<file path="src/shared/lscu_pkg.sv">
// Constants, types and field layout for the LCD serial command unit.
// Assumes a single 25 MHz system clock; serial pins are sampled as sync.
// Contract
// - Clear-cursor-blink command stops cursor blink at the pointer location.
// - Clear-cursor-blink is accepted where the cursor is off, no error.
// - Combined set command enables character and cursor blink together.
// - Combined clear command cancels character and cursor blink together.
// - Pointer advances by one after data bytes and the listed commands.
// - Chip select assertion aligns receiver to bytes; bytes may follow freely.
// - Each command completes within two common-line display periods.
// - With serial output enabled, the code at the pointer shifts out.
// - Interrupted reads resume unfinished bits; extra bits read as zero.
// - External clock source divides oscillator input by the divide field.
// - Frame rate scales with internal logic clock relative to 32.768 kHz.
// - Standby is entered on reset pin or on the stop command.
// - Reset entry loads minimum contrast; stop entry keeps prior contrast.
// - All other state is kept across stop-command standby; reset entry reloads the registers and keeps only the cell memory.
// - Any byte with bit zero set releases standby and is executed.
// - Blinking character alternates between its glyph and all dots off.
// - Top two bits set loads bits five to zero into the pointer.
// - Frequency field codes select division by two, four, eight, sixteen.
// - Stop command halts oscillator, drives outputs to supply, enters standby.
package lscu_pkg;

	localparam int ADDR_W = 6;
	localparam int DEPTH = 64;
	localparam int BYTE_W = 8;
	localparam int FIELD_LO = 1;
	localparam int FIELD_HI = 3;
	localparam logic [2:0] OP_CHB_SET = 3'h0;
	localparam logic [2:0] OP_CHB_CLR = 3'h1;
	localparam logic [2:0] OP_CUR_ON = 3'h2;
	localparam logic [2:0] OP_CUR_OFF = 3'h3;
	localparam logic [2:0] OP_CSB_SET = 3'h4;
	localparam logic [2:0] OP_CSB_CLR = 3'h5;
	localparam logic [2:0] OP_BOTH_SET = 3'h6;
	localparam logic [2:0] OP_BOTH_CLR = 3'h7;
	localparam logic [7:0] CMD_STOP = 8'h84;
	localparam logic [7:0] MASK_STOP = 8'he7;
	localparam logic [7:0] CMD_SF = 8'ha0;
	localparam logic [7:0] MASK_SF = 8'hf0;
	localparam logic [7:0] CMD_LOT = 8'hb0;
	localparam logic [7:0] CMD_BANK = 8'h80;
	localparam logic [7:0] MASK_BANK = 8'hee;
	localparam logic [7:0] CMD_CONT = 8'h82;
	localparam logic [7:0] CMD_SOE = 8'h86;
	localparam logic [7:0] CMD_DISP = 8'h88;
	localparam logic [7:0] MASK_ONE = 8'hee;
	localparam logic [7:0] CMD_POINTER_INCREMENT_CMD = 8'h8a;
	localparam logic [7:0] MASK_POINTER_INCREMENT_CMD = 8'hea;
	localparam logic [7:0] BLANK_CODE = 8'h20;
	localparam logic [1:0] DIV_RESET = 2'h3;
	localparam logic [2:0] CONTRAST_MIN = 3'h0;
	// One common line is 256 internal ticks at 32.768 kHz frame timing.
	localparam int LINE_TICKS = 256;
	localparam int EXEC_LINES = 2;
	localparam int EXEC_TICKS = LINE_TICKS * EXEC_LINES;
	localparam int BLINK_TICKS = 16384;

	typedef struct packed {
		logic chb;
		logic cur;
		logic csb;
	} lscu_attr_t;

	typedef struct packed {
		logic [7:0] code;
		lscu_attr_t attr;
	} lscu_cell_t;

endpackage

</file>
<file path="src/hdl/lscu_cell_ram.sv">
// Cell memory: code and attribute bits for each display location.
// Assumes one write and one registered read per clock.
`timescale 1ns/1ps
module lscu_cell_ram #(
	parameter int DEPTH = lscu_pkg::DEPTH,
	parameter int AW = lscu_pkg::ADDR_W
)
(
	input wire logic clk_i,
	input wire logic we_i,
	input wire logic [AW-1:0] waddr_i,
	input wire lscu_pkg::lscu_cell_t wdata_i,
	input wire logic [AW-1:0] raddr_i,
	output lscu_pkg::lscu_cell_t rdata_o
);
	lscu_pkg::lscu_cell_t mem [DEPTH];

	// No reset so the array maps onto plain memory; contents persist.
	always_ff @(posedge clk_i)
	begin
		if (we_i)
		begin
			mem[waddr_i] <= wdata_i;
		end
		rdata_o <= mem[raddr_i];
	end
endmodule // lscu_cell_ram

</file>
<file path="src/hdl/lscu_clk_div.sv">
// Internal tick generator: divides the oscillator input tick.
// Assumes osc_tick_i is a one-cycle pulse per oscillator period.
`timescale 1ns/1ps
module lscu_clk_div (
	input wire logic clk_i,
	input wire logic rstn_i,
	input wire logic osc_tick_i,
	input wire logic ext_sel_i,
	input wire logic [1:0] div_i,
	input wire logic run_i,
	output logic tick_o
);
	typedef struct packed {
		logic [3:0] cnt;
		logic tick;
	} lscu_div_st_t;

	lscu_div_st_t st_reg;
	lscu_div_st_t st_next;
	logic [3:0] last;

	always_comb
	begin
		st_next = st_reg;
		st_next.tick = 1'b0;
		// Divide by 2, 4, 8 or 16 for codes 0 to 3.
		last = 4'((5'h2 << div_i) - 5'h1);
		if (run_i && osc_tick_i)
		begin
			if (!ext_sel_i)
			begin
				st_next.tick = 1'b1;
			end
			else if (st_reg.cnt >= last)
			begin
				st_next.cnt = 4'h0;
				st_next.tick = 1'b1;
			end
			else
			begin
				st_next.cnt = st_reg.cnt + 4'h1;
			end
		end
	end

	always_ff @(posedge clk_i or negedge rstn_i)
	begin
		if (!rstn_i)
		begin
			st_reg <= '0;
		end
		else
		begin
			st_reg <= st_next;
		end
	end

	assign tick_o = st_reg.tick;
endmodule // lscu_clk_div

</file>
<file path="src/hdl/lscu_top.sv">
// Serial command front end: byte receiver, decoder, pointer, read-out.
// Assumes serial inputs synchronous to clk_i and sampled on sclk rise.
`timescale 1ns/1ps
module lscu_top #(
	parameter int EXEC_TICKS = lscu_pkg::EXEC_TICKS,
	parameter int BLINK_TICKS = lscu_pkg::BLINK_TICKS
)
(
	input wire logic clk_i,
	input wire logic rstn_i,
	input wire logic cs_i,
	input wire logic sclk_i,
	input wire logic sdata_i,
	input wire logic cmd_sel_i,
	input wire logic osc_tick_i,
	input wire logic clock_source_select_i,
	input wire logic [1:0] contrast_offset_i,
	output logic sout_o,
	output logic sout_oe_o,
	output logic busy_o,
	output logic standby_o,
	output logic osc_run_o,
	output logic display_on_o,
	output logic bank_o,
	output logic [3:0] contrast_o,
	output logic blink_phase_o,
	output logic [lscu_pkg::ADDR_W-1:0] pointer_o
);
	typedef enum logic [1:0] {IDLE, EXEC, WAITX} lscu_state_t;

	typedef struct packed {
		lscu_state_t state;
		logic sclk_d;
		logic [2:0] bit_cnt;
		logic [7:0] shreg;
		logic [7:0] byte_q;
		logic is_cmd;
		logic [lscu_pkg::ADDR_W-1:0] ptr;
		logic [1:0] div;
		logic [1:0] lot;
		logic [2:0] contrast;
		logic standby;
		logic disp;
		logic bank;
		logic serial_output_enable_cmd;
		logic [7:0] out_sh;
		logic [3:0] out_left;
		logic [15:0] exec_cnt;
		logic [15:0] blink_cnt;
		logic blink_ph;
		logic sout;
	} lscu_st_t;

	lscu_st_t st_reg;
	lscu_st_t st_next;
	lscu_pkg::lscu_cell_t rd_cell;
	lscu_pkg::lscu_cell_t wr_cell;
	logic we;
	logic tick;
	logic rise;
	logic fall;
	logic [7:0] b;

	lscu_clk_div u_div (
		.clk_i(clk_i),
		.rstn_i(rstn_i),
		.osc_tick_i(osc_tick_i),
		.ext_sel_i(!clock_source_select_i),
		.div_i(st_reg.div),
		.run_i(!st_reg.standby),
		.tick_o(tick)
	);

	lscu_cell_ram u_ram (
		.clk_i(clk_i),
		.we_i(we),
		.waddr_i(st_reg.ptr),
		.wdata_i(wr_cell),
		.raddr_i(st_reg.ptr),
		.rdata_o(rd_cell)
	);

	always_comb
	begin
		st_next = st_reg;
		we = 1'b0;
		wr_cell = rd_cell;
		b = st_reg.byte_q;
		st_next.sclk_d = sclk_i;
		rise = sclk_i && !st_reg.sclk_d && cs_i;
		fall = !sclk_i && st_reg.sclk_d && cs_i;
		if (!cs_i)
		begin
			st_next.bit_cnt = 3'h0;
		end
		else if (rise && st_reg.state == IDLE)
		begin
			st_next.shreg = {st_reg.shreg[6:0], sdata_i};
			st_next.bit_cnt = st_reg.bit_cnt + 3'h1;
			if (st_reg.bit_cnt == 3'h7)
			begin
				st_next.byte_q = {st_reg.shreg[6:0], sdata_i};
				st_next.is_cmd = cmd_sel_i;
				st_next.state = EXEC;
			end
		end
		// Read-out keeps its unfinished bits across a chip select drop.
		if (fall && st_reg.serial_output_enable_cmd)
		begin
			st_next.sout = st_reg.out_sh[7];
			st_next.out_sh = {st_reg.out_sh[6:0], 1'b0};
			if (st_reg.out_left != 4'h0)
			begin
				st_next.out_left = st_reg.out_left - 4'h1;
			end
		end
		if (tick)
		begin
			if (st_reg.blink_cnt >= 16'(BLINK_TICKS / 2 - 1))
			begin
				st_next.blink_cnt = 16'h0;
				st_next.blink_ph = !st_reg.blink_ph;
			end
			else
			begin
				st_next.blink_cnt = st_reg.blink_cnt + 16'h1;
			end
		end
		case (st_reg.state)
			IDLE:
			begin
			end
			EXEC:
			begin
				st_next.state = WAITX;
				st_next.exec_cnt = 16'h0;
				if (b[0])
				begin
					st_next.standby = 1'b0;
				end
				if (!st_reg.is_cmd)
				begin
					we = 1'b1;
					wr_cell.code = b;
					st_next.ptr = st_reg.ptr + 1'b1;
				end
				else if (b[7:6] == 2'h3)
				begin
					st_next.ptr = b[5:0];
				end
				else if (!b[7])
				begin
					we = 1'b1;
					case (b[3:1])
						lscu_pkg::OP_CHB_SET: wr_cell.attr.chb = 1'b1;
						lscu_pkg::OP_CHB_CLR: wr_cell.attr.chb = 1'b0;
						lscu_pkg::OP_CUR_ON: wr_cell.attr.cur = 1'b1;
						lscu_pkg::OP_CUR_OFF: wr_cell.attr.cur = 1'b0;
						lscu_pkg::OP_CSB_SET: wr_cell.attr.csb = 1'b1;
						// Accepted regardless of the cursor bit.
						lscu_pkg::OP_CSB_CLR: wr_cell.attr.csb = 1'b0;
						// The cursor-on bit is left alone by both combined commands.
						lscu_pkg::OP_BOTH_SET:
						begin
							wr_cell.attr.chb = 1'b1;
							wr_cell.attr.csb = 1'b1;
						end
						lscu_pkg::OP_BOTH_CLR:
						begin
							wr_cell.attr.chb = 1'b0;
							wr_cell.attr.csb = 1'b0;
						end
						default: wr_cell = rd_cell;
					endcase
					st_next.ptr = st_reg.ptr + 1'b1;
				end
				else if ((b & lscu_pkg::MASK_POINTER_INCREMENT_CMD) == lscu_pkg::CMD_POINTER_INCREMENT_CMD)
				begin
					we = st_reg.lot != 2'h0;
					if (st_reg.lot[1])
					begin
						wr_cell.attr = '0;
					end
					if (st_reg.lot[0])
					begin
						wr_cell.code = lscu_pkg::BLANK_CODE;
					end
					st_next.ptr = st_reg.ptr + 1'b1;
				end
				else if ((b & lscu_pkg::MASK_SF) == lscu_pkg::CMD_SF)
				begin
					st_next.div = b[1:0];
				end
				else if ((b & lscu_pkg::MASK_SF) == lscu_pkg::CMD_LOT)
				begin
					st_next.lot = b[1:0];
				end
				else if ((b & lscu_pkg::MASK_STOP) == lscu_pkg::CMD_STOP)
				begin
					st_next.standby = 1'b1;
				end
				else if ((b & lscu_pkg::MASK_BANK) == lscu_pkg::CMD_BANK)
				begin
					st_next.bank = b[0];
				end
				else if ((b & lscu_pkg::MASK_ONE) == lscu_pkg::CMD_CONT)
				begin
					st_next.contrast = b[0] ? st_reg.contrast + 3'h1
						: st_reg.contrast - 3'h1;
				end
				else if ((b & lscu_pkg::MASK_ONE) == lscu_pkg::CMD_SOE)
				begin
					st_next.serial_output_enable_cmd = b[0];
				end
				else if ((b & lscu_pkg::MASK_ONE) == lscu_pkg::CMD_DISP)
				begin
					st_next.disp = b[0];
				end
			end
			WAITX:
			begin
				// Completion is counted in internal ticks; the host waits longer.
				if (st_reg.exec_cnt >= 16'(EXEC_TICKS - 1) || st_reg.standby)
				begin
					st_next.state = IDLE;
					st_next.bit_cnt = 3'h0;
					if (st_reg.serial_output_enable_cmd && st_reg.out_left == 4'h0)
					begin
						st_next.out_sh = rd_cell.code;
						st_next.out_left = 4'h8;
					end
				end
				else if (tick)
				begin
					st_next.exec_cnt = st_reg.exec_cnt + 16'h1;
				end
			end
			default: st_next.state = IDLE;
		endcase
		if (!st_reg.serial_output_enable_cmd)
		begin
			st_next.sout = 1'b0;
		end
	end

	always_ff @(posedge clk_i or negedge rstn_i)
	begin
		if (!rstn_i)
		begin
			st_reg <= '0;
			st_reg.state <= IDLE;
			st_reg.div <= lscu_pkg::DIV_RESET;
			st_reg.contrast <= lscu_pkg::CONTRAST_MIN;
			st_reg.standby <= 1'b1;
		end
		else
		begin
			st_reg <= st_next;
		end
	end

	always_ff @(posedge clk_i or negedge rstn_i)
	begin
		if (!rstn_i)
		begin
			sout_o <= 1'b0;
			sout_oe_o <= 1'b0;
			busy_o <= 1'b0;
			standby_o <= 1'b1;
			osc_run_o <= 1'b0;
			display_on_o <= 1'b0;
			bank_o <= 1'b0;
			contrast_o <= 4'h0;
			blink_phase_o <= 1'b0;
			pointer_o <= '0;
		end
		else
		begin
			sout_o <= st_reg.sout;
			sout_oe_o <= st_reg.serial_output_enable_cmd;
			busy_o <= st_reg.state != IDLE;
			standby_o <= st_reg.standby;
			osc_run_o <= !st_reg.standby;
			display_on_o <= st_reg.disp && !st_reg.standby;
			bank_o <= st_reg.bank;
			// Offset pins shift the 0..7 count to 1..8, 2..9 or 3..10.
			contrast_o <= {1'b0, st_reg.contrast} + {2'h0, contrast_offset_i};
			blink_phase_o <= st_reg.blink_ph;
			pointer_o <= st_reg.ptr;
		end
	end
endmodule // lscu_top

</file>
<file path="config.mk">
export PLATFORM = sky130hd
export DESIGN_NAME = lscu_top
export DESIGN_NICKNAME = d
export VERILOG_FILES = /design/src/shared/lscu_pkg.sv /design/src/hdl/lscu_cell_ram.sv /design/src/hdl/lscu_clk_div.sv /design/src/hdl/lscu_top.sv
export SDC_FILE = /design/constraint.sdc
export NUM_CORES = 1
export LEC_CHECK = 0
export BUFFER_PORTS_ARGS = -buffer_cell sky130_fd_sc_hd__buf_2
export CORE_UTILIZATION = 50
export DETAILED_ROUTE_END_ITERATION = 7
export MAX_ROUTING_LAYER = met4
export PLACE_DENSITY = 0.65
export SYNTH_ARGS = -nofsm -noshare
export SYNTH_HDL_FRONTEND = slang
export SYNTH_SLANG_ARGS = --single-unit
</file>
<file path="constraint.sdc">
create_clock -name clk_i -period 3.7 [get_ports clk_i]
set_clock_uncertainty 0.1 [all_clocks]
set_input_delay 0.555 -clock clk_i [delete_from_list [all_inputs] [get_ports clk_i]]
set_output_delay 0.555 -clock clk_i [all_outputs]
set_load 0.005 [all_outputs]
</file>
==> flow_summary.json, run 1 <==
{
  "outcome": "complete, but fails checks",
  "failed_checks": "negative hold slack",
  "via_count": 15400,
  "cts_resized": 0,
  "critical_path_class": "flop to flop",
  "syn-instance-count": 1646,
  "fin_crit_ns": 3.19,
  "place_area_sq_mm": 0.0268,
  "wire_per_inst_um": 26.0,
  "grt_pass1_wl_mm": 96.9,
  "clockBufferDepth": 3,
  "drive_above_1_share": 0.205,
  "clk_pin_slew_ns": 0.06,
  "clockPowerShare": 0.443,
  "rsz0062_at_grt": "no",
  "cp_num_buf_inv": 0,
  "grt_util_all_layers": 0.269,
  "synth_top_cell_by_area": "edfxtp_1",
  "wl_mm": 64.9,
  "area_delta_synth_final_pct": 14.8,
  "viasPerCell": 6.18,
  "ir_worst_vdd_mv": 0.400,
  "postCtsSetupRepairBufs": 0,
  "clock_sinks": 628,
  "yosysMostFrequentCell": "edfxtp_1",
  "r2r_start": "b[6]",
  "cts_tree": "done",
  "synth_edf_count": 512,
  "final-setup-viol-count": 0,
  "worstHoldPathType": "input pin to async pin",
  "dp_hpwl_mm": 41.2,
  "hold_slack_ns": -0.00660,
  "synthDistinctLibCells": 69,
  "slew_viol_final": 0,
  "stdcell_area_sq_mm": 0.0288,
  "diodes": 0,
  "dominantRegCellSynth": "edfxtp_1",
  "critPathCaptureType": "flop",
  "synth_nets": 1670,
  "synth_top_area_share": 0.612,
  "synthTopCellsByCount": "edfxtp_1, nand2_1, nor2_1, dfrtp_1, o21ai_0",
  "grt_remaining_overflow": 0,
  "core_sq_mm": 0.0493,
  "critPathArrivalTime_ns": 3.34,
  "critPathLaunchType": "flop",
  "first_iter_violations": 2001,
  "async_flop_share": 0.172,
  "final_core_util": 0.586,
  "reg2reg_slack_ns": 0.51,
  "clk_latency_ns": 0.64,
  "synth_seq_area_share": 0.726,
  "max_freq_mhz": 314,
  "io_pins": 28,
  "die_w_um": 226,
  "worstReg2RegEnd": "u_ram.mem[9][3]",
  "combPwrFrac": 0.013,
  "die_height_um": 226,
  "p_int_mw": 11.3,
  "maxCapViolCount": 0,
  "slowest_delay_ns": 0.69,
  "r2r_cells": 6,
  "p_leak_nw": 9.76,
  "drt_first_pass_iters": 6,
  "largest_reg_flops": 512,
  "p_seq_frac": 0.544,
  "finalSetupTns_ns": 0,
  "grt_max_degree": 86,
  "hold_violations": 6,
  "nets": 1807,
  "initial_core_util": 0.510,
  "power_switching_mw": 2.79,
  "powerDensity_mw_per_mm2": 490,
  "period_share": 0.862,
  "cp_slowest_cell": "nor2_1",
  "yosysWarnings": 0,
  "grt_pass1_vias": 15000,
  "slew_headroom": 0.305,
  "hold_buffers": 1,
  "swShare": 0.198,
  "crit_required_ns": 3.86,
  "tightest_slew_ns": 1.04,
  "gp_congestion": 0.934,
  "antenna_left": 0,
  "syn_area_sq_mm": 0.0251,
  "htree_levels": 2,
  "fill_cells": 3810,
  "path_cells": "and4bb_2 > nand2_1 > nor3_1 > o21a_1 > nand2_1 > nor2_1",
  "rows": 81,
  "drc": 0,
  "path_common_cell": "nand2_1",
  "antenna_found_initial": 0,
  "avgSynthCellArea_sq_um": 15.3,
  "fp.dieArea_sq_mm": 0.0512,
  "synth-seq-cells": 628,
  "netlist_top_cells_area": "edfxtp_1, dfrtp_1, mux2_2, mux4_2, mux2i_1",
  "cp_top_family": "simple AND/OR/NAND/NOR gates",
  "cts_buffers": 61,
  "worstPathMaxFanout": 9,
  "root_buffer": "clkbuf_16",
  "port_buffers": 27
}
-- layout by cell type (no fill, tap or decap), drive strengths merged, types with 6 or more instances in the layout --
cell,instances
edfxtp,512
buf,165
nand2,152
nor2,128
dfrtp,104
clkbuf,80
o21ai,68
mux2i,64
mux2,62
a21oi,58
a22oi,43
a221oi,40
mux4,31
clkinv,23
nand3,21
inv,19
a22o,19
o22ai,17
nor3,16
nand4,15
nor2b,14
xor2,13
ha,12
and2,11
and3,9
a31oi,9
a211oi,9
dfxtp,8
a221o,7
xnor2,6
bufinv,6
-- cell type report --
type	count	area, sq um	area share
inverters	19	71.3	0.00247
multi-input cells	907	6400	0.222
repair buffers	166	1270	0.0441
clock buffers	80	1700	0.0590
flip-flops and latches	628	18300	0.633
well taps	664	831	0.0288
clock inverters	33	322	0.0111
-- worst register-to-register path: stages, from the launching register on --
cell	delay [ns]
dfrtp_1	0.47
and4bb_2	0.38
nand2_1	0.09
nor3_1	0.22
o21a_1	0.36
nand2_1	0.51
nor2_1	0.69
-- power by group through the flow --
| stage | Combinational [mW] | Clock [mW] | Sequential (mW) |
|---|---|---|---|
| 2_1_floorplan | 0.136 | 0 | 7.80 |
| 3_3_place_gp | 0.178 | 0 | 7.82 |
| 3_5_place_dp | 0.191 | 0 | 7.82 |
| 4_1_cts | 0.192 | 6.33 | 7.68 |
| 5_1_grt | 0.222 | 6.59 | 7.69 |
| 6_report | 0.189 | 6.25 | 7.68 |
-- through the flow --
stage	std cells	setup WS, ns	power [mW]	hold WS (ns)
after floorplan	1646	1.10	7.93	0.159
after global placement	2383	0.696	8.00	0.256
after detailed placement	2383	0.598	8.01	0.261
after CTS	2497	0.578	14.2	0.00963
after global routing	2497	0.436	14.5	0.0344
final	2497	0.512	14.1	-0.00660
-- logic make-up after synthesis --
family | synth area share
flops | 0.726
mux | 0.0810
simple gates | 0.0733
xor+xnor | 0.00662
compound gates | 0.0854
fa+ha+maj | 0.00757
buf+inv | 0.0203
-- layer usage --
metal  vias up  global-route usage  share of wire
met4         0              0.0996          0.035
li1       6639                   -              -
met1      7749               0.371           0.41
met2       883               0.398           0.46
met5         -                   -              0
met3       151              0.0497           0.10
-- how the worst max path moves through the flow --
| stage | start | slack (ns) | endpoint | cells past startpoint |
|---|---|---|---|---|
| after floorplan | b[6] | 1.10 | u_ram.mem[0][8] | 7 |
| after global placement | b[6] | 0.70 | u_ram.mem[49][10] | 6 |
| after detailed placement | b[6] | 0.60 | u_ram.mem[49][7] | 6 |
| after CTS | b[6] | 0.58 | u_ram.mem[49][7] | 6 |
| after global routing | b[6] | 0.44 | u_ram.mem[41][10] | 6 |
| final | b[6] | 0.51 | u_ram.mem[9][3] | 6 |
No activity file was read; power rests on OpenSTA's default activity.
==> run 2: changes to the inputs <==
REMOVE_ABC_BUFFERS = 1   (was default)
==> run 2 against run 1 <==
Compared with the run above:
- the flow now finishes without violations
- hold slack improved by 0.040 ns
- design area about the same
- non-clock buffer count is 4 lower
- die area did not move
- sequential power about the same
- critical path depth is 1 lower
- via count down 0.24%
- setup slack better by 0.13 ns
- clock-buffer cell count grew 5
- sequential share of layout area hardly changed
- global-route usage is 0.45 points higher
- highest routed layer unchanged
==> flow_summary.json, run 2 (same netlist as run 1, synthesis figures left out) <==
{
  "outcome": "completed",
  "clk_latency_ns": 0.60,
  "tightest_slew_ns": 1.27,
  "worstHoldPathType": "input pin to flop",
  "max_freq_mhz": 327,
  "htree_levels": 3,
  "rows": 81,
  "clk_pin_slew_ns": 0.06,
  "drt_first_pass_iters": 5,
  "grt_pass1_wl_mm": 98.4,
  "critPathCaptureType": "flop",
  "fill_cells": 3810,
  "fin_crit_ns": 3.06,
  "layout_commonest_cell": "edfxtp_1",
  "grt_remaining_overflow": 0,
  "drive_above_1_share": 0.202,
  "fp.dieArea_sq_mm": 0.0512,
  "die_w_um": 226,
  "period_share": 0.827,
  "endpoint": "u_ram.rdata_o[3]",
  "combPwrFrac": 0.013,
  "startpoint": "st_reg[59]",
  "p_int_mw": 11.3,
  "wl_mm": 65.7,
  "port_buffers": 27,
  "crit_required_ns": 4.11,
  "p_seq_frac": 0.540,
  "critical_path_class": "flop to flop",
  "ir_worst_vdd_mv": 0.433,
  "r2r_cells": 5,
  "grt_util_all_layers": 0.273,
  "grt_pass1_vias": 15300,
  "dp_hpwl_mm": 41.4,
  "viasPerCell": 6.15,
  "clock_sinks": 628,
  "drc": 0,
  "maxCapViolCount": 0,
  "hp-start": "sclk_i",
  "clockPowerShare": 0.447,
  "nets": 1809,
  "regArea_sq_mm": 0.0183,
  "rsz0062_at_grt": "no",
  "power_switching_mw": 2.88,
  "worstReg2RegEnd": "u_ram.rdata_o[3]",
  "critPathLaunchType": "flop",
  "via_count": 15400,
  "postCtsSetupRepairBufs": 0,
  "hold_violations": 0,
  "largest_reg_flops": 512,
  "wire_per_inst_um": 26.3,
  "gp_congestion": 0.956,
  "root_buffer": "clkbuf_16",
  "cts_tree": "done",
  "swShare": 0.203,
  "multi_input_area_sq_mm": 0.00640,
  "diodes": 0,
  "worstPathMaxFanout": 37,
  "slew_viol_final": 0,
  "core_sq_mm": 0.0493,
  "first_iter_violations": 1881,
  "hold_slack_ns": 0.0331,
  "io_pins": 28,
  "critPathArrivalTime_ns": 3.47,
  "final_core_util": 0.586,
  "r2r_start": "st_reg[59]",
  "slew_headroom": 0.155,
  "area_delta_synth_final_pct": 14.8,
  "reg2reg_slack_ns": 0.64,
  "layout_common_cells": "edfxtp_1, nand2_1, nor2_1, buf_4, dfrtp_1",
  "cts_buffers": 67,
  "antenna_found_initial": 0,
  "final-setup-viol-count": 0,
  "antenna_left": 0,
  "clockBufferDepth": 3,
  "powerDensity_mw_per_mm2": 493,
  "grt_max_degree": 65,
  "die_height_um": 226,
  "p_leak_nw": 9.75,
  "initial_core_util": 0.510
}
==> run 2: cell types whose count changed in the layout (fill, tap and decap cells not counted), sizes merged <==
| cell | previous run | this run |
|---|---|---|
| buf | 165 | 161 |
| bufinv | 6 | 3 |
| clkbuf | 80 | 85 |
| clkinv | 23 | 29 |
| clkinvlp | 4 | 3 |
| inv | 19 | 20 |
==> run 2: worst min path at each step <==
stage,endpoint,slack (ns),depth (start not counted)
4_1_cts,st_reg[83],0.00002,1
5_1_grt,st_reg[83],0.02,1
2_1_floorplan,b[0],0.16,0
6_report,st_reg[83],0.03,1
3_3_place_gp,bank_o,0.26,0
3_5_place_dp,bank_o,0.27,0
==> run 2: layer usage <==
layer / vias up / global-route usage / part of all wire / routed length, um
met2: 806 / 0.413 / 0.47 / 30600
met1: 7783 / 0.370 / 0.41 / 27100
met4: 0 / 0.101 / 0.036 / 2360
met5: - / - / 0 / 0
met3: 153 / 0.0510 / 0.087 / 5690
li1: 6643 / - / - / -
==> run 2: repair_timing <==
action	4_1_cts	5_1_grt
hold buffers	1	0
hold endpoints to repair	61	0
resized for setup	0	0
==> run 2: power groups by stage <==
| stage | Combinational [mW] | Sequential, mW | Clock [mW] |
|---|---|---|---|
| 2_1_floorplan | 0.127 | 7.80 | 0 |
| 5_1_grt | 0.217 | 7.69 | 6.72 |
| 3_5_place_dp | 0.189 | 7.83 | 0 |
| 3_3_place_gp | 0.177 | 7.82 | 0 |
| 6_report | 0.187 | 7.68 | 6.36 |
| 4_1_cts | 0.191 | 7.68 | 6.44 |
==> run 2: critical path: stages, from the launching register on <==
cell,delay (ns)
dfrtp_4,0.82
and2_1,1.07
a21oi_1,0.19
a21oi_1,0.32
o21ai_0,0.27
nand4_1,0.20
==> run 2: final cells by class <==
| cell class | count | share of cell area |
|---|---|---|
| Timing Repair Buffer | 162 | 0.0430 |
| Multi-Input combinational cell | 907 | 0.222 |
| Sequential cell | 628 | 0.632 |
| Tap cell | 664 | 0.0288 |
| Clock buffer | 85 | 0.0622 |
| Clock inverter | 36 | 0.00954 |
| Inverter | 19 | 0.00247 |
==> run 2: metrics by stage <==
stage	instances	total power, mW	worst slack [ns]	setup TNS, ns	instance area, sq um
final	2501	14.2	0.640	0	28900
after detailed placement	2379	8.01	0.704	0	26800
after CTS	2501	14.3	0.649	0	28900
after global routing	2501	14.6	0.494	0	28900
after floorplan	1554	7.93	-2.43	-648.87	24700
after global placement	2379	8.00	0.703	0	26800
